--- src/rtl/cspc_defines.vh ---
// constants for the core sfr and pointer control block
`ifndef CSPC_DEFINES_VH
`define CSPC_DEFINES_VH
`define CSPC_SFR_BASE 8'h80
`define CSPC_A_PORT0 8'h80
`define CSPC_A_STACK 8'h81
`define CSPC_A_PTR0_LO 8'h82
`define CSPC_A_PTR0_HI 8'h83
`define CSPC_A_PTR1_LO 8'h84
`define CSPC_A_PTR1_HI 8'h85
`define CSPC_A_PTR_CTRL 8'h86
`define CSPC_A_TL0 8'h8A
`define CSPC_A_TL1 8'h8B
`define CSPC_A_TH0 8'h8C
`define CSPC_A_TH1 8'h8D
`define CSPC_A_CLK_CTRL 8'h8E
`define CSPC_A_PORT1 8'h90
`define CSPC_A_PORT2 8'hA0
`define CSPC_A_PORT3 8'hB0
`define CSPC_A_PMR 8'hC4
`define CSPC_A_TL2 8'hCC
`define CSPC_A_TH2 8'hCD
`define CSPC_PCTL_SEL 0
`define CSPC_PCTL_DIR 4
`define CSPC_PCTL_TOGGLE 5
`define CSPC_PCTL_ADJ 6
`define CSPC_CK_T0 3
`define CSPC_PMR_ALE_OFF 2
`define CSPC_PMR_SWB 5
`define CSPC_PMR_PM 6
`define CSPC_RST_PORT 8'hFF
`define CSPC_RST_STACK 8'h07
`define CSPC_RST_PTR_CTRL 8'h04
`define CSPC_RST_CLK_CTRL 8'h01
`define CSPC_RST_PMR 8'h00
`define CSPC_LEGACY_DIV 12
`define CSPC_PM_DIV 1024
`define CSPC_MAX_STRETCH 4'hA
`endif

--- src/rtl/cspc_core_sfr.v ---
// special function register bank, data pointers, rate and stretch control
`timescale 1ns/1ps
`include "cspc_defines.vh"
module cspc_core_sfr #(
    parameter LEGACY_DIV = `CSPC_LEGACY_DIV,
    parameter PM_DIV = `CSPC_PM_DIV
) (
    input wire clk_i,
    input wire reset_n_i,
    input wire sfr_wr_i,
    input wire sfr_rd_i,
    input wire sfr_direct_i,
    input wire sfr_bit_i,
    input wire [7:0] sfr_addr_i,
    input wire [2:0] sfr_bit_sel_i,
    input wire [7:0] sfr_wdata_i,
    output reg [7:0] sfr_rdata_o,
    output wire sfr_hit_o,
    input wire xmove_req_i,
    input wire irq_pending_i,
    input wire ext_access_i,
    output reg [15:0] xmove_addr_o,
    output wire xmove_busy_o,
    output wire xmove_done_o,
    output wire cycle_adv_o,
    output wire [2:0] timer_tick_o,
    output wire ale_enable_o,
    output wire [31:0] port_latch_o,
    output wire [7:0] stack_ptr_o
);
    reg [7:0] stack_reg;
    reg [7:0] pctl_reg;
    reg [7:0] clk_ctrl_reg;
    reg [7:0] pmr_reg;
    wire [31:0] ptr_flat;
    wire [47:0] timer_flat;
    reg [3:0] pre12_reg;
    reg [9:0] pmdiv_reg;
    reg [3:0] xcnt_reg;
    reg xbusy_reg;
    reg [7:0] cur;
    reg [7:0] wval;
    wire direct_ok;
    wire wr_en;
    wire bit_ok;
    wire [2:0] stretch;
    wire [15:0] act_ptr;
    wire [15:0] adj_ptr;
    wire tick12;
    wire move_end;
    wire move_take;

    // indirect accesses never reach this space, addr top bit marks sfr space
    assign direct_ok = sfr_direct_i & sfr_addr_i[7];
    // bit ops only on column-0 registers, others ignore them
    assign bit_ok = ~sfr_bit_i | (sfr_addr_i[2:0] == 3'h0);
    assign wr_en = sfr_wr_i & direct_ok & bit_ok;
    assign sfr_hit_o = direct_ok & bit_ok & (sfr_wr_i | sfr_rd_i);

    // current register value for read and read-modify-write of bits
    always @* begin
        cur = 8'h00;
        case (sfr_addr_i)
            `CSPC_A_PORT0: cur = port_latch_o[7:0];
            `CSPC_A_PORT1: cur = port_latch_o[15:8];
            `CSPC_A_PORT2: cur = port_latch_o[23:16];
            `CSPC_A_PORT3: cur = port_latch_o[31:24];
            `CSPC_A_STACK: cur = stack_reg;
            `CSPC_A_PTR0_LO: cur = ptr_flat[7:0];
            `CSPC_A_PTR0_HI: cur = ptr_flat[15:8];
            `CSPC_A_PTR1_LO: cur = ptr_flat[23:16];
            `CSPC_A_PTR1_HI: cur = ptr_flat[31:24];
            `CSPC_A_PTR_CTRL: cur = pctl_reg;
            `CSPC_A_TL0: cur = timer_flat[7:0];
            `CSPC_A_TH0: cur = timer_flat[15:8];
            `CSPC_A_TL1: cur = timer_flat[23:16];
            `CSPC_A_TH1: cur = timer_flat[31:24];
            `CSPC_A_TL2: cur = timer_flat[39:32];
            `CSPC_A_TH2: cur = timer_flat[47:40];
            `CSPC_A_CLK_CTRL: cur = clk_ctrl_reg;
            `CSPC_A_PMR: cur = pmr_reg;
            default: cur = 8'h00;
        endcase
    end

    // a bit write merges one bit into the current byte
    always @* begin
        wval = sfr_wdata_i;
        if (sfr_bit_i) begin
            wval = cur;
            wval[sfr_bit_sel_i] = sfr_wdata_i[0];
        end
    end

    // registered read data; bit reads return the bit in lane 0
    always @(posedge clk_i) begin
        if (!reset_n_i) begin
            sfr_rdata_o <= 8'h00;
        end else if (sfr_rd_i & direct_ok & bit_ok) begin
            sfr_rdata_o <= sfr_bit_i ? {7'h00, cur[sfr_bit_sel_i]} : cur;
        end
    end

    // active pointer and its adjusted value, ready for the taking edge
    assign act_ptr = pctl_reg[`CSPC_PCTL_SEL] ? ptr_flat[31:16] : ptr_flat[15:0];
    assign adj_ptr = pctl_reg[`CSPC_PCTL_DIR] ? act_ptr - 16'h0001
                                              : act_ptr + 16'h0001;
    assign stretch = clk_ctrl_reg[2:0];

    // power management divider; cycle_adv marks each machine cycle
    always @(posedge clk_i) begin
        if (!reset_n_i || !pmr_reg[`CSPC_PMR_PM]) begin
            pmdiv_reg <= 10'h000;
        end else begin
            pmdiv_reg <= (pmdiv_reg == PM_DIV - 1) ? 10'h000 : pmdiv_reg + 10'h001;
        end
    end
    assign cycle_adv_o = ~pmr_reg[`CSPC_PMR_PM] | (pmdiv_reg == PM_DIV - 1);

    // stretch counter; base move is two machine cycles, stretch adds more
    // the stretch field counts 0..7, mapped onto 0..10 like a coarse table
    function [3:0] extra_cycles;
        input [2:0] s;
        begin
            case (s)
                3'h0: extra_cycles = 4'h0;
                3'h1: extra_cycles = 4'h1;
                3'h2: extra_cycles = 4'h2;
                3'h3: extra_cycles = 4'h3;
                3'h4: extra_cycles = 4'h4;
                3'h5: extra_cycles = 4'h6;
                3'h6: extra_cycles = 4'h8;
                default: extra_cycles = `CSPC_MAX_STRETCH;
            endcase
        end
    endfunction
    assign move_end = xbusy_reg & cycle_adv_o & (xcnt_reg == 4'h0);
    // a move is taken only on an advancing idle cycle
    assign move_take = xmove_req_i & cycle_adv_o & ~xbusy_reg;
    assign xmove_busy_o = xbusy_reg;
    assign xmove_done_o = move_end;

    always @(posedge clk_i) begin
        if (!reset_n_i) begin
            xbusy_reg <= 1'b0;
            xcnt_reg <= 4'h0;
            xmove_addr_o <= 16'h0000;
        end else if (!xbusy_reg) begin
            if (xmove_req_i & cycle_adv_o) begin
                xbusy_reg <= 1'b1;
                xmove_addr_o <= act_ptr;
                // first cycle here, second when count hits zero
                xcnt_reg <= extra_cycles(stretch);
            end
        end else if (move_end) begin
            xbusy_reg <= 1'b0;
        end else if (cycle_adv_o) begin
            xcnt_reg <= xcnt_reg - 4'h1;
        end
    end

    // with the ale-off bit set, ale held off unless an external access or a move is in flight
    assign ale_enable_o = ~pmr_reg[`CSPC_PMR_ALE_OFF] | ext_access_i | xbusy_reg;

    // legacy prescaler so timers keep the old intervals
    always @(posedge clk_i) begin
        if (!reset_n_i) begin
            pre12_reg <= 4'h0;
        end else begin
            pre12_reg <= (pre12_reg == LEGACY_DIV - 1) ? 4'h0 : pre12_reg + 4'h1;
        end
    end
    assign tick12 = (pre12_reg == LEGACY_DIV - 1);

    genvar g;

    // port latches; one per port, spaced 10h apart in the sfr map
    generate
        for (g = 0; g < 4; g = g + 1) begin : g_port
            localparam [7:0] PORT_A = (g == 0) ? `CSPC_A_PORT0 :
                                      (g == 1) ? `CSPC_A_PORT1 :
                                      (g == 2) ? `CSPC_A_PORT2 : `CSPC_A_PORT3;
            reg [7:0] latch_reg;
            // the latch holds what software wrote, not what the pin shows
            always @(posedge clk_i) begin
                if (!reset_n_i) begin
                    latch_reg <= `CSPC_RST_PORT;
                end else if (wr_en && (sfr_addr_i == PORT_A)) begin
                    latch_reg <= wval;
                end
            end
            assign port_latch_o[8 * g +: 8] = latch_reg;
        end
    endgenerate

    // data pointer pair; the active one is adjusted once per taken move
    generate
        for (g = 0; g < 2; g = g + 1) begin : g_ptr
            localparam [7:0] LO_A = (g == 0) ? `CSPC_A_PTR0_LO : `CSPC_A_PTR1_LO;
            localparam [7:0] HI_A = (g == 0) ? `CSPC_A_PTR0_HI : `CSPC_A_PTR1_HI;
            reg [15:0] value_reg;
            reg [15:0] value_next;
            wire is_active = (pctl_reg[`CSPC_PCTL_SEL] == g);
            // software writes to a half land after the adjust, so they win
            always @* begin
                value_next = value_reg;
                if (move_take && pctl_reg[`CSPC_PCTL_ADJ] && is_active) begin
                    value_next = adj_ptr;
                end
                if (wr_en && (sfr_addr_i == LO_A)) begin
                    value_next[7:0] = wval;
                end
                if (wr_en && (sfr_addr_i == HI_A)) begin
                    value_next[15:8] = wval;
                end
            end
            // pointers clear on reset so the first move targets address zero
            always @(posedge clk_i) begin
                if (!reset_n_i) begin
                    value_reg <= 16'h0000;
                end else begin
                    value_reg <= value_next;
                end
            end
            assign ptr_flat[16 * g +: 16] = value_reg;
        end
    endgenerate

    // three timers; halves are not latched as a pair, so reads can tear
    generate
        for (g = 0; g < 3; g = g + 1) begin : g_tmr
            localparam [7:0] LO_A = (g == 0) ? `CSPC_A_TL0 :
                                    (g == 1) ? `CSPC_A_TL1 : `CSPC_A_TL2;
            localparam [7:0] HI_A = (g == 0) ? `CSPC_A_TH0 :
                                    (g == 1) ? `CSPC_A_TH1 : `CSPC_A_TH2;
            reg [15:0] count_reg;
            reg [15:0] count_next;
            // per-timer rate select: fast bit ticks every clock
            assign timer_tick_o[g] = clk_ctrl_reg[`CSPC_CK_T0 + g] | tick12;
            // a written half replaces the ticked half in the same cycle
            always @* begin
                count_next = count_reg;
                if (timer_tick_o[g]) begin
                    count_next = count_reg + 16'h0001;
                end
                if (wr_en && (sfr_addr_i == LO_A)) begin
                    count_next[7:0] = wval;
                end
                if (wr_en && (sfr_addr_i == HI_A)) begin
                    count_next[15:8] = wval;
                end
            end
            // counters run freely; there is no run bit in this block
            always @(posedge clk_i) begin
                if (!reset_n_i) begin
                    count_reg <= 16'h0000;
                end else begin
                    count_reg <= count_next;
                end
            end
            assign timer_flat[16 * g +: 16] = count_reg;
        end
    endgenerate

    // register writes, pointer select toggle, power management switchback
    always @(posedge clk_i) begin
        if (!reset_n_i) begin
            stack_reg <= `CSPC_RST_STACK;
            pctl_reg <= `CSPC_RST_PTR_CTRL;
            clk_ctrl_reg <= `CSPC_RST_CLK_CTRL;
            pmr_reg <= `CSPC_RST_PMR;
        end else begin
            // toggle after a move is taken; adjust sits in the pointer loop
            if (move_take) begin
                if (pctl_reg[`CSPC_PCTL_TOGGLE])
                    pctl_reg[`CSPC_PCTL_SEL] <= ~pctl_reg[`CSPC_PCTL_SEL];
            end
            // switchback drops power management when an interrupt waits
            if (pmr_reg[`CSPC_PMR_SWB] & irq_pending_i)
                pmr_reg[`CSPC_PMR_PM] <= 1'b0;
            // software writes come last, so they win over hardware updates
            if (wr_en) begin
                case (sfr_addr_i)
                    `CSPC_A_STACK: stack_reg <= wval;
                    `CSPC_A_PTR_CTRL: pctl_reg <= wval;
                    `CSPC_A_CLK_CTRL: clk_ctrl_reg <= wval;
                    `CSPC_A_PMR: pmr_reg <= wval;
                    default: ;
                endcase
            end
        end
    end

    assign stack_ptr_o = stack_reg;
endmodule

--- config.mk ---
export PLATFORM = sky130hd
export DESIGN_NAME = cspc_core_sfr
export DESIGN_NICKNAME = d
export VERILOG_FILES = /design/src/rtl/cspc_core_sfr.v
export VERILOG_INCLUDE_DIRS = /design/src /design/src/rtl
export SDC_FILE = /design/constraint.sdc
export NUM_CORES = 1
export LEC_CHECK = 0
export BUFFER_PORTS_ARGS = -buffer_cell sky130_fd_sc_hd__buf_2
export CAP_MARGIN = 30
export CORE_MARGIN = 2
export CORE_UTILIZATION = 35
export CTS_BUF_LIST = sky130_fd_sc_hd__clkbuf_8
export DETAILED_ROUTE_END_ITERATION = 8
export SETUP_SLACK_MARGIN = 0.5
export SYNTH_ARGS = -nofsm -noshare
export SYNTH_HDL_FRONTEND = slang
export SYNTH_SLANG_ARGS = --single-unit
--- constraint.sdc ---
create_clock -name clk_i -period 5.3 [get_ports clk_i]
set_input_delay 0.265 -clock clk_i [delete_from_list [all_inputs] [get_ports clk_i]]
set_output_delay 0.265 -clock clk_i [all_outputs]
set_load 0.02 [all_outputs]
[After elaboration in Yosys (flattened, before gate mapping)]
Cells that the tools add are included.
Word-level totals
  register bits after elaboration: 187
  word-level logic and storage cells: 173
Cells by class
  add/sub/neg operators: 8
  order comparisons: 2
  equal/unequal tests: 28
  mux-type cells: 40
  bitwise operators: 26
  reduce and logical (&&, ||, !) cells: 43
Operator list (count)
  $eq A8 B8 Y1 const B: 18
  $pmux W8 S18: 1
  $mux W16: 7
  $mux W8: 12
  $add A16 B1 Y16 const B: 4
  $pmux W4 S7: 1
  $reduce_bool A2 Y1: 11
  $logic_and A1 B1 Y1: 18
  $mux W4: 4
  $sub A16 B1 Y16 const B: 1
  $mux W7: 2
  $and A1 B1 Y1: 12
  $add A10 B1 Y10 const B: 1
  $eq A10 B10 Y1 const B: 1
  $mux W1: 10
  $reduce_and A2 Y1: 5
  $eq A3 B3 Y1 const B: 3
  $bwmux W8: 1
  $or A1 B1 Y1: 8
  $eq A3 B2 Y1 const B: 2
  $logic_not A3 Y1: 2
  $not A1 Y1: 6
  $add A4 B1 Y4 const B: 1
  $eq A4 B4 Y1 const B: 1
  other kinds (12): 15

[Longest topological paths before layout]
Gate-level depths: netlist of run 1.
  word-level depth: 8
  depth in mapped cells: 13

[Worst setup path before layout of run 1]
OpenSTA, ideal clock, no wires.
  kind: register to register
  from: register pctl_reg[0]
  to: register g_ptr[1].value_reg[15]
  library setup time: 0.120 ns
  arrival: 3.140 ns
  required time: 5.180 ns
  slack: 2.040 ns
  cell stages (with the launch flop): 13
  buffers on the path: 2
  cell sequence: dfxtp_1 -> buf_2 -> buf_1 -> mux2_2 -> ha_1 -> a2111oi_0 -> nand2_1 -> o211ai_1 -> o21ai_0 -> a31o_2 -> a211o_1 -> a22oi_1 -> o22ai_1
Between the ends
  longest elaborated chain between the ends: 5
  elaborated cells between the ends (all ways): 8
  those cells by class: add/sub (2); mux (4); reduce/logical (2)
RTL lines
  start, declared: line cspc_core_sfr.v:32  | reg [7:0] pctl_reg;
  start signal, assigned: line cspc_core_sfr.v:269  | pctl_reg <= `CSPC_RST_PTR_CTRL;
  start signal, assigned by index: line cspc_core_sfr.v:276  | pctl_reg[`CSPC_PCTL_SEL] <= ~pctl_reg[`CSPC_PCTL_SEL];
  start signal, assigned: line cspc_core_sfr.v:285  | `CSPC_A_PTR_CTRL: pctl_reg <= wval;
  $mux W16 (*): line cspc_core_sfr.v:105  | assign act_ptr = pctl_reg[`CSPC_PCTL_SEL] ? ptr_flat[31:16] : ptr_flat[15:0];
  via act_ptr[5]: line cspc_core_sfr.v:47  | wire [15:0] act_ptr;
  $add A16 B1 Y16 / $sub A16 B1 Y16 (equally long branches): line cspc_core_sfr.v:107, cspc_core_sfr.v:106
  $mux W16 (*): line cspc_core_sfr.v:106  | assign adj_ptr = pctl_reg[`CSPC_PCTL_DIR] ? act_ptr - 16'h0001
  $mux W16 (*): line cspc_core_sfr.v:207  | if (move_take && pctl_reg[`CSPC_PCTL_ADJ] && is_active) begin
  $mux W8 (*): line cspc_core_sfr.v:213  | if (wr_en && (sfr_addr_i == HI_A)) begin
  end signal, assigned: line cspc_core_sfr.v:222  | value_reg <= value_next;
  end, declared: line cspc_core_sfr.v:201  | reg [15:0] value_reg;
The timed path passes the listed nets; every way through them passes the cells marked *. The select of a mux whose other input is x is not followed.
A chain may end at the register's enable or synchronous reset.

[Worst setup path after layout of run 1]
  from: register pctl_reg[4]
  to: register g_ptr[0].value_reg[15]
Between the ends
  longest elaborated chain between the ends: 3
RTL lines (line)
  $mux W16: cspc_core_sfr.v:106
  $mux W16: cspc_core_sfr.v:207
  $mux W8: cspc_core_sfr.v:213
  end signal, assigned: cspc_core_sfr.v:222
  end, declared: cspc_core_sfr.v:201
No other way between the ends. The select of a mux whose other input is x is not followed.

==> results.toml, run 1 <==
[synth]
yosys_warnings = 0
synth_seq_cells = 187
synth-simple-area-share = 0.238
syn_inst = 1325
synth_top_family_by_area = "simple AND/OR/NAND/NOR gates"
synth_ff_type = "dfxtp_1"
synth_nets = 1375
synth_compound_area_frac = 0.214
syn_area_um2 = 10600
async_flop_share = 0
post_synth_fa_ha_maj_area_fraction = 0.0266
avgSynthCellArea_um2 = 8.03
yosysSeqAreaShare = 0.352
synth_cell_type_count = 86
synth-edff-count = 0
yosys.area_share.xor_xnor = 0.0543
synth_mux_area_frac = 0.0683

[place]
dpl_worst_slack_ns = 1.72
gp_congestion = 0.979
dpl.hpwl_mm = 26.0
port-buffer-count = 99

[layout]
nNetsFinal = 1427
drive_gt1_frac = 0.162
fillerInstances = 3101
largest_register_ffs = 48
diodes = 0
fin_util = 0.398
area_growth_pct = 11.4

[power_and_ir_drop]
internal_power_w = 0.00187
p_clk_frac = 0.374
powerDensity_nw_per_um2 = 229
ir_worst_vdd_mv = 0.136
p_switching_w = 0.000848
seq_power_share = 0.528
comb_power_share = 0.098
total_power_w = 0.00271
leakage_nw = 4.53
swShare = 0.313

[job]
max_cap_viol_count = 0

[worst_setup_path]
critical_path_class = "reg -> reg"
worstSetupStartpointType = "flip-flop"
cp-end-kind = "flip-flop"
required_ns = 5.70
rr_worst_depth = 9
critPathMaxFanout = 18
crit_arrival_ns = 3.93

[floorplanning]
core_area_um2 = 29800
die-height_um = 178
initial_utilization = 0.357
die-area_um2 = 31800
top_level_ports = 100
die_w_um = 178
rows = 63

[hold_path]
hp-class = "in -> reg"
hold_depth = 3

[clock_tree]
numCtsBuffers = 17
post_cts_buffers = 0
cts_tree = "done"
insertion_delay_ns = 0.50
cts_resized = 0
clock_path_buffers = 2
cts_root_buf = "clkbuf_8"
cts_hold_buffers = 0
cts_sinks = 187
htreeDepth = 4
clk_pin_slew_ns = 0.12

[detailed_routing]
drt-initial-drc-count = 1149
vias = 10300
route.detailed.drc = 0
first_pass_iters = 5
routedWlPerCell_um = 20.5
wl_mm = 36.6
post_drt_via_cell_ratio = 5.78
antenna_left = 0

[grt]
grt_start_max_net_pins = 111
grt_antenna_before_repair = 1
grt_overflow_total = 0
grt_pass1_vias = 9552
grt_pass1_wl_mm = 55.9
grt_usage = 0.231

[sta]
slew_violations = 0
max_freq_mhz = 283
setup_tns_ns = 0
min_period_over_period = 0.667
min_period_ns = 3.54
setup_viol = 0
slew_headroom = 0.324
rsz0062_at_grt = "false"
setup_ws_ns = 1.76
skew_ns = 0.0208
worst_pin_slew_ns = 1.01
hold_viol = 0

[outcome]
status = "complete, no violations"
[cells in the mapped netlist, types with 10 or more instances]
library cell	instances	area share
a211oi_1	34	0.024
nand4_1	15	0.0088
nor2b_1	10	0.0059
nand2_1	135	0.048
nor2_1	163	0.057
nor3_1	41	0.019
nor4_1	17	0.010
and3_1	29	0.017
and2_1	10	0.0059
o21ai_0	86	0.040
mux2_2	35	0.037
a21oi_1	87	0.041
nand2b_1	12	0.0071
a31oi_1	14	0.0082
o211ai_1	14	0.0099
nand3_1	50	0.024
inv_1	20	0.0071
o21ai_1	12	0.0056
a22oi_1	25	0.018
xnor2_1	46	0.038
mux2i_1	25	0.024
buf_2	29	0.014
xor2_1	20	0.016
clkbuf_1	46	0.016
ha_1	21	0.025
dfxtp_1	187	0.35
[layout by cell type (no fill, tap or decap), types with 35 or more instances in the layout]
master / synthesis / final
nand3_1: 50 / 50
buf_2: 29 / 101
dfxtp_1: 187 / 187
nand2_1: 135 / 135
mux2_2: 35 / 35
nor3_1: 41 / 40
o21ai_0: 86 / 86
nor2_1: 163 / 163
a21oi_1: 87 / 87
xnor2_1: 46 / 46
[worst max-delay path: stages (launching register included)]
cell       delay, ns
dfxtp_1         0.95
ha_1            0.44
a2111oi_0       0.58
nand2_1         0.11
o211ai_1        0.32
o21ai_0         0.17
a31o_2          0.28
a211o_1         0.32
a22oi_1         0.16
o22ai_1         0.09
[power groups by stage]
stage | combinational, W | sequential (W) | clock, W
global placement | 0.000256 | 0.00146 | 0
finish | 0.000266 | 0.00143 | 0.00102
detailed placement | 0.000258 | 0.00146 | 0
global route | 0.000284 | 0.00143 | 0.00108
CTS | 0.000258 | 0.00143 | 0.00103
floorplan | 0.000159 | 0.00147 | 0
[stage by stage]
step	std cells	hold slack (ns)	cell area [um2]
after floorplan	1325	0.418	10600
after global placement	1741	0.433	11300
after detailed placement	1743	0.439	11300
after CTS	1775	0.0627	11800
after global routing	1780	0.107	11900
final	1780	0.0952	11900
[routing by layer]
layer  routed length (um)  share of wire  vias to the layer above  track usage
li1                     -              -                     4898            -
met1                16100           0.44                     4871        0.321
met2                16400           0.45                      450        0.354
met3                 2960          0.081                       61       0.0458
met4                 1050          0.029                        2       0.0833
met5                   13        0.00036                        -            0
[path summary, 6_finish.rpt]
kind / start / end / slack (ns)
max: pctl_reg[4]$_SDFFE_PN0P_ / g_ptr[0].value_reg[15]$_SDFFE_PN0P_ / 1.76
min: xmove_req_i / xmove_busy_o$_SDFF_PN0_ / 0.1
max reg2reg: pctl_reg[4]$_SDFFE_PN0P_ / g_ptr[0].value_reg[15]$_SDFFE_PN0P_ / 1.76
min reg2reg: pre12_reg[0]$_SDFF_PP0_ / pre12_reg[0]$_SDFF_PP0_ / 0.46
[kinds of logic after synthesis]
group	count (synthesis)
simple gates	528
xor+xnor	66
mux	64
fa+ha+maj	22
compound gates	348
flops	187
buf+inv	110
[final cells by class]
class	count	area (um2)	area share
clock buffer	17	234	0.0197
clock inverter	15	194	0.0164
inverter	21	78.8	0.00665
multi-input combinational	1028	6400	0.540
sequential	187	3740	0.316
tap	390	488	0.0412
timing repair buffer	122	714	0.0603
Note: power is estimated with default switching activity, not from simulation.
==> run 2: changes to the inputs <==
Clock period 5.3 ns to 3 ns, I/O delays scaled along.
==> run 2 against run 1 <==
Effect of this change: global-route usage grew 0.82 points; setup slack lost 1.6 ns; sequential power grew 77%; critical path depth grew 2; largest power group unchanged.
==> results.toml, run 2 (same netlist as run 1, synthesis figures left out) <==
[detailed_routing]
post_drt_via_cell_ratio = 5.74
first_pass_iters = 5
vias = 10600
route.detailed.drc = 0
wl_mm = 38.9
antenna_left = 0
drt-initial-drc-count = 1060
routedWlPerCell_um = 21.0

[floorplanning]
die_w_um = 178
rows = 63
core_area_um2 = 29800
top_level_ports = 100
die-height_um = 178
die-area_um2 = 31800
initial_utilization = 0.357

[sta]
setup_viol = 0
slew_headroom = 0.468
min_period_over_period = 0.939
hold_viol = 0
rsz0062_at_grt = "true"
slew_violations = 0
min_period_ns = 2.82
worst_pin_slew_ns = 0.797
max_freq_mhz = 355
setup_tns_ns = 0
setup_ws_ns = 0.184
skew_ns = 0.0314

[grt]
grt_start_max_net_pins = 58
grt_overflow_total = 0
grt_antenna_before_repair = 1
grt_pass1_vias = 9794
grt_usage = 0.239
grt_pass1_wl_mm = 57.8

[layout]
area_growth_pct = 21.6
largest_register_ffs = 48
nNetsFinal = 1501
layout_commonest_cell = "dfxtp_1"
drive_gt1_frac = 0.245
fillerInstances = 3020
layout_common_cells = "dfxtp_1, nor2_1, nand2_1"

[worst_setup_path]
critPathMaxFanout = 8
worstSetupStartpointType = "flip-flop"
critical_path_class = "reg -> reg"
crit_arrival_ns = 3.21
required_ns = 3.39
cp-end-kind = "flip-flop"

[clock_tree]
numCtsBuffers = 17
insertion_delay_ns = 0.50
cts_root_buf = "clkbuf_8"
cts_sinks = 187
htreeDepth = 4
clock_path_buffers = 2
clk_pin_slew_ns = 0.12
cts_tree = "done"

[job]
max_cap_viol_count = 0

[place]
dpl_worst_slack_ns = 0.000464
gp_congestion = 0.959
port-buffer-count = 99
dpl.hpwl_mm = 27.5

[power_and_ir_drop]
powerDensity_nw_per_um2 = 377
ir_worst_vdd_mv = 0.319
leakage_nw = 5.00

[hold_path]
hp-class = "in -> reg"

[outcome]
status = "complete, no violations"
==> run 2: final timing paths <==
kind	to	from	slack [ns]	depth (start not counted)
min	pmr_reg[6]$_SDFF_PN0_	irq_pending_i	0.03	4
max reg2reg	g_ptr[0].value_reg[15]$_SDFFE_PN0P_	pctl_reg[0]$_SDFF_PN0_	0.18	11
min reg2reg	pmdiv_reg[0]$_SDFF_PP0_	pmdiv_reg[0]$_SDFF_PP0_	0.44	1
max	g_ptr[0].value_reg[15]$_SDFFE_PN0P_	pctl_reg[0]$_SDFF_PN0_	0.18	11
==> run 2: repair_timing <==
action,in CTS,in global routing
pin swaps,17,33
hold buffers,2,0
endpoints found under the setup margin,33,75
endpoints found under the hold margin,2,0
resized for setup,32,61
buffers inserted,18,7
gates cloned,1,1
==> run 2: through the flow <==
| step | std cells | power [W] | area (um2) | utilization | hold WS [ns] |
|---|---|---|---|---|---|
| final | 1855 | 0.00488 | 12900 | 0.434 | 0.0332 |
| after global routing | 1855 | 0.00504 | 12900 | 0.434 | 0.0613 |
| after CTS | 1846 | 0.00488 | 12600 | 0.423 | 0.0322 |
| after detailed placement | 1793 | 0.00309 | 11800 | 0.397 | 0.438 |
| after floorplan | 1325 | 0.00289 | 10700 | - | 0.319 |
| after global placement | 1793 | 0.00309 | 11800 | 0.397 | 0.431 |
==> run 2: per-layer routing <==
metal / vias up / wire [um] / GRT usage
li1: 5041 / - / -
met1: 5004 / 17500 / 0.339
met2: 516 / 16800 / 0.357
met3: 85 / 3380 / 0.0531
met4: 0 / 1260 / 0.0827
met5: - / 0 / 0
==> run 2: report_power, final <==
group / total (W) / internal [W] / leakage, nW / switching [W]
Combinational: 0.000539 / 0.000181 / 3.27 / 0.000358
Sequential: 0.00253 / 0.00251 / 1.52 / 0.0000252
Clock: 0.00180 / 0.000710 / 0.209 / 0.00109
Total: 0.00488 / 0.00340 / 5.00 / 0.00148
==> run 2: final cells by class <==
class,count,area (um2),area share
antenna,1,2.50,0.000193
clock buffer,17,234,0.0181
clock inverter,15,179,0.0138
inverter,21,78.8,0.00609
multi-input combinational,1029,6850,0.530
sequential,187,3760,0.290
tap,390,488,0.0377
timing repair buffer,195,1350,0.104
==> run 2: critical path: stages (launching register included) <==
cell	delay [ns]
dfxtp_4	0.44
buf_12	0.13
mux2_4	0.32
ha_4	0.18
a2111oi_4	0.31
nand2_1	0.10
o211ai_1	0.32
o21ai_2	0.12
a31o_2	0.27
a211o_1	0.28
a22oi_1	0.16
o22ai_1	0.09
==> run 3: changes to the inputs <==
Clock period 3 ns to 2.8 ns, I/O delays scaled along.
==> run 3 against run 2 <==
Effect of this change: the flow now finishes with violations (setup timing); sequential cell count did not move; die area did not move; largest power group unchanged; critical endpoint unchanged; worst hold slack got worse by 0.013 ns; sequential share of layout area fell by 1.7 points.
==> results.toml, run 3 (same netlist as run 1, synthesis figures left out) <==
[power_and_ir_drop]
powerDensity_nw_per_um2 = 379
ir_worst_vdd_mv = 0.366
p_switching_w = 0.00163
leakage_nw = 5.37
internal_power_w = 0.00360
swShare = 0.311
comb_power_share = 0.126
p_clk_frac = 0.355
seq_power_share = 0.519

[clock_tree]
clock_path_buffers = 2
insertion_delay_ns = 0.50
cts_tree = "done"
cts_sinks = 187
clk_pin_slew_ns = 0.12
cts_root_buf = "clkbuf_8"
numCtsBuffers = 17
htreeDepth = 4

[outcome]
violations = "setup timing"
status = "complete, but fails checks"

[sta]
skew_ns = 0.0268
setup_viol = 2
min_period_ns = 2.86
setup_tns_ns = -0.0943
min_period_over_period = 1.02
max_freq_mhz = 349
hold_viol = 0
setup_ws_ns = -0.0634
worst_pin_slew_ns = 0.739
slew_headroom = 0.505
slew_violations = 0
rsz0062_at_grt = "true"

[grt]
grt_usage = 0.254
grt_pass1_wl_mm = 61.5
grt_antenna_before_repair = 0
grt_pass1_vias = 10400
grt_start_max_net_pins = 52
grt_overflow_total = 0

[layout]
layout_common_cells = "dfxtp_1, nor2_1, nand2_1"
diodes = 0
drive_gt1_frac = 0.303
fin_util = 0.462
stdcell_area_um2 = 13800
nNetsFinal = 1555
fillerInstances = 2964
area_growth_pct = 29.4
layout_commonest_cell = "dfxtp_1"
largest_register_ffs = 48

[detailed_routing]
wl_mm = 41.1
first_pass_iters = 8
drt-initial-drc-count = 1199
routedWlPerCell_um = 21.6
post_drt_via_cell_ratio = 5.82
vias = 11100
antenna_left = 0
route.detailed.drc = 0

[floorplanning]
die-height_um = 178
top_level_ports = 100
die-area_um2 = 31800
rows = 63
die_w_um = 178
core_area_um2 = 29800
initial_utilization = 0.357

[place]
dpl.hpwl_mm = 28.7
gp_congestion = 0.957
place_area_um2 = 12200
port-buffer-count = 99

[hold_path]
hold_depth = 4
hp-class = "in -> reg"
min_from = "irq_pending_i"
min_to = "pmr_reg[6]$_SDFF_PN0_"

[worst_setup_path]
r2r-end = "g_ptr[0].value_reg[15]$_SDFFE_PN0P_"
critPathMaxFanout = 7
crit_arrival_ns = 3.26
worstSetupStartpointType = "flip-flop"
critical_path_class = "reg -> reg"
required_ns = 3.20
r2r_start = "pctl_reg[0]$_SDFF_PN0_"
cp-end-kind = "flip-flop"
r2r_setup_slack_ns = -0.06
rr_worst_depth = 11

[job]
max_cap_viol_count = 0
==> run 3: cell types whose count changed in the layout (fill, tap and decap cells not counted), moves of 5 or more <==
cell,before,now
dfxtp_1,182,174
nor2_1,161,156
dfxtp_2,2,11
buf_4,81,123
a22oi_1,25,16
mux2_4,5,11
a22oi_2,2,11
a211oi_1,30,20
a211oi_2,12,22
==> run 3: layout make-up <==
class,instances,area [um2],share of cell area
Clock buffer,17,234,0.0170
Multi-Input combinational cell,1031,7190,0.522
Tap cell,390,488,0.0354
Inverter,21,78.8,0.00573
Sequential cell,187,3760,0.273
Timing Repair Buffer,247,1860,0.135
Clock inverter,15,149,0.0108
==> run 3: how the worst max path moves through the flow <==
| stage | startpoint | cells past startpoint | end | slack [ns] |
|---|---|---|---|---|
| after floorplan | pctl_reg[0]$_SDFF_PN0_ | 12 | g_ptr[0].value_reg[14]$_SDFFE_PN0P_ | 0.12 |
| after global placement | sfr_addr_i[2] | 13 | g_tmr[1].count_reg[9]$_SDFFE_PN0P_ | -0.10 |
| after detailed placement | pctl_reg[0]$_SDFF_PN0_ | 10 | g_ptr[0].value_reg[15]$_SDFFE_PN0P_ | -0.11 |
| after CTS | pctl_reg[0]$_SDFF_PN0_ | 11 | g_ptr[1].value_reg[15]$_SDFFE_PN0P_ | 0.02 |
| after global routing | pctl_reg[0]$_SDFF_PN0_ | 12 | g_ptr[0].value_reg[15]$_SDFFE_PN0P_ | -0.15 |
| final | pctl_reg[0]$_SDFF_PN0_ | 11 | g_ptr[0].value_reg[15]$_SDFFE_PN0P_ | -0.06 |
==> run 3: power groups by stage <==
stage / sequential, W / clock [W] / combinational, W
after floorplan: 0.00279 / 0 / 0.000300
after global placement: 0.00277 / 0 / 0.000546
after detailed placement: 0.00277 / 0 / 0.000549
after CTS: 0.00271 / 0.00188 / 0.000592
after global routing: 0.00272 / 0.00197 / 0.000691
final: 0.00271 / 0.00186 / 0.000657
==> run 3: layer usage <==
layer | wire length (um) | part of all wire | track usage | vias to the layer above
met5 | 0 | 0 | 0 | -
met1 | 18200 | 0.44 | 0.355 | 5339
li1 | - | - | - | 5162
met2 | 18000 | 0.44 | 0.386 | 514
met4 | 1270 | 0.031 | 0.0864 | 0
met3 | 3650 | 0.089 | 0.0571 | 91
==> run 3: worst max-delay path, stage by stage, from the launching register on <==
cell and delay, ns:
dfxtp_4 0.41, buf_12 0.11, buf_6 0.13, buf_4 0.16, mux2_2 0.37, ha_1 0.26, nor4_2 0.36, o21ai_2 0.12
a31o_2 0.27, a211o_1 0.30, a22oi_2 0.15, o22ai_1 0.10
==> run 3: repair_timing <==
item | in CTS | in global routing
gates cloned | 5 | 3
gates resized for setup | 71 | 87
pin swaps | 32 | 49
setup buffers | 15 | 18
endpoints found under the setup margin | 94 | 106
hold endpoints to repair | 3 | 0
hold buffers | 3 | 0
==> run 3: stage by stage <==
stage / setup slack (ns) / hold slack [ns] / total power, W / cells
final: -0.0634 / 0.0201 / 0.00522 / 1908
after global routing: -0.151 / 0.0289 / 0.00538 / 1908
after CTS: 0.0235 / 0.0105 / 0.00519 / 1887
after detailed placement: -0.109 / 0.440 / 0.00332 / 1832
after global placement: -0.103 / 0.431 / 0.00332 / 1832
after floorplan: 0.121 / 0.309 / 0.00309 / 1325
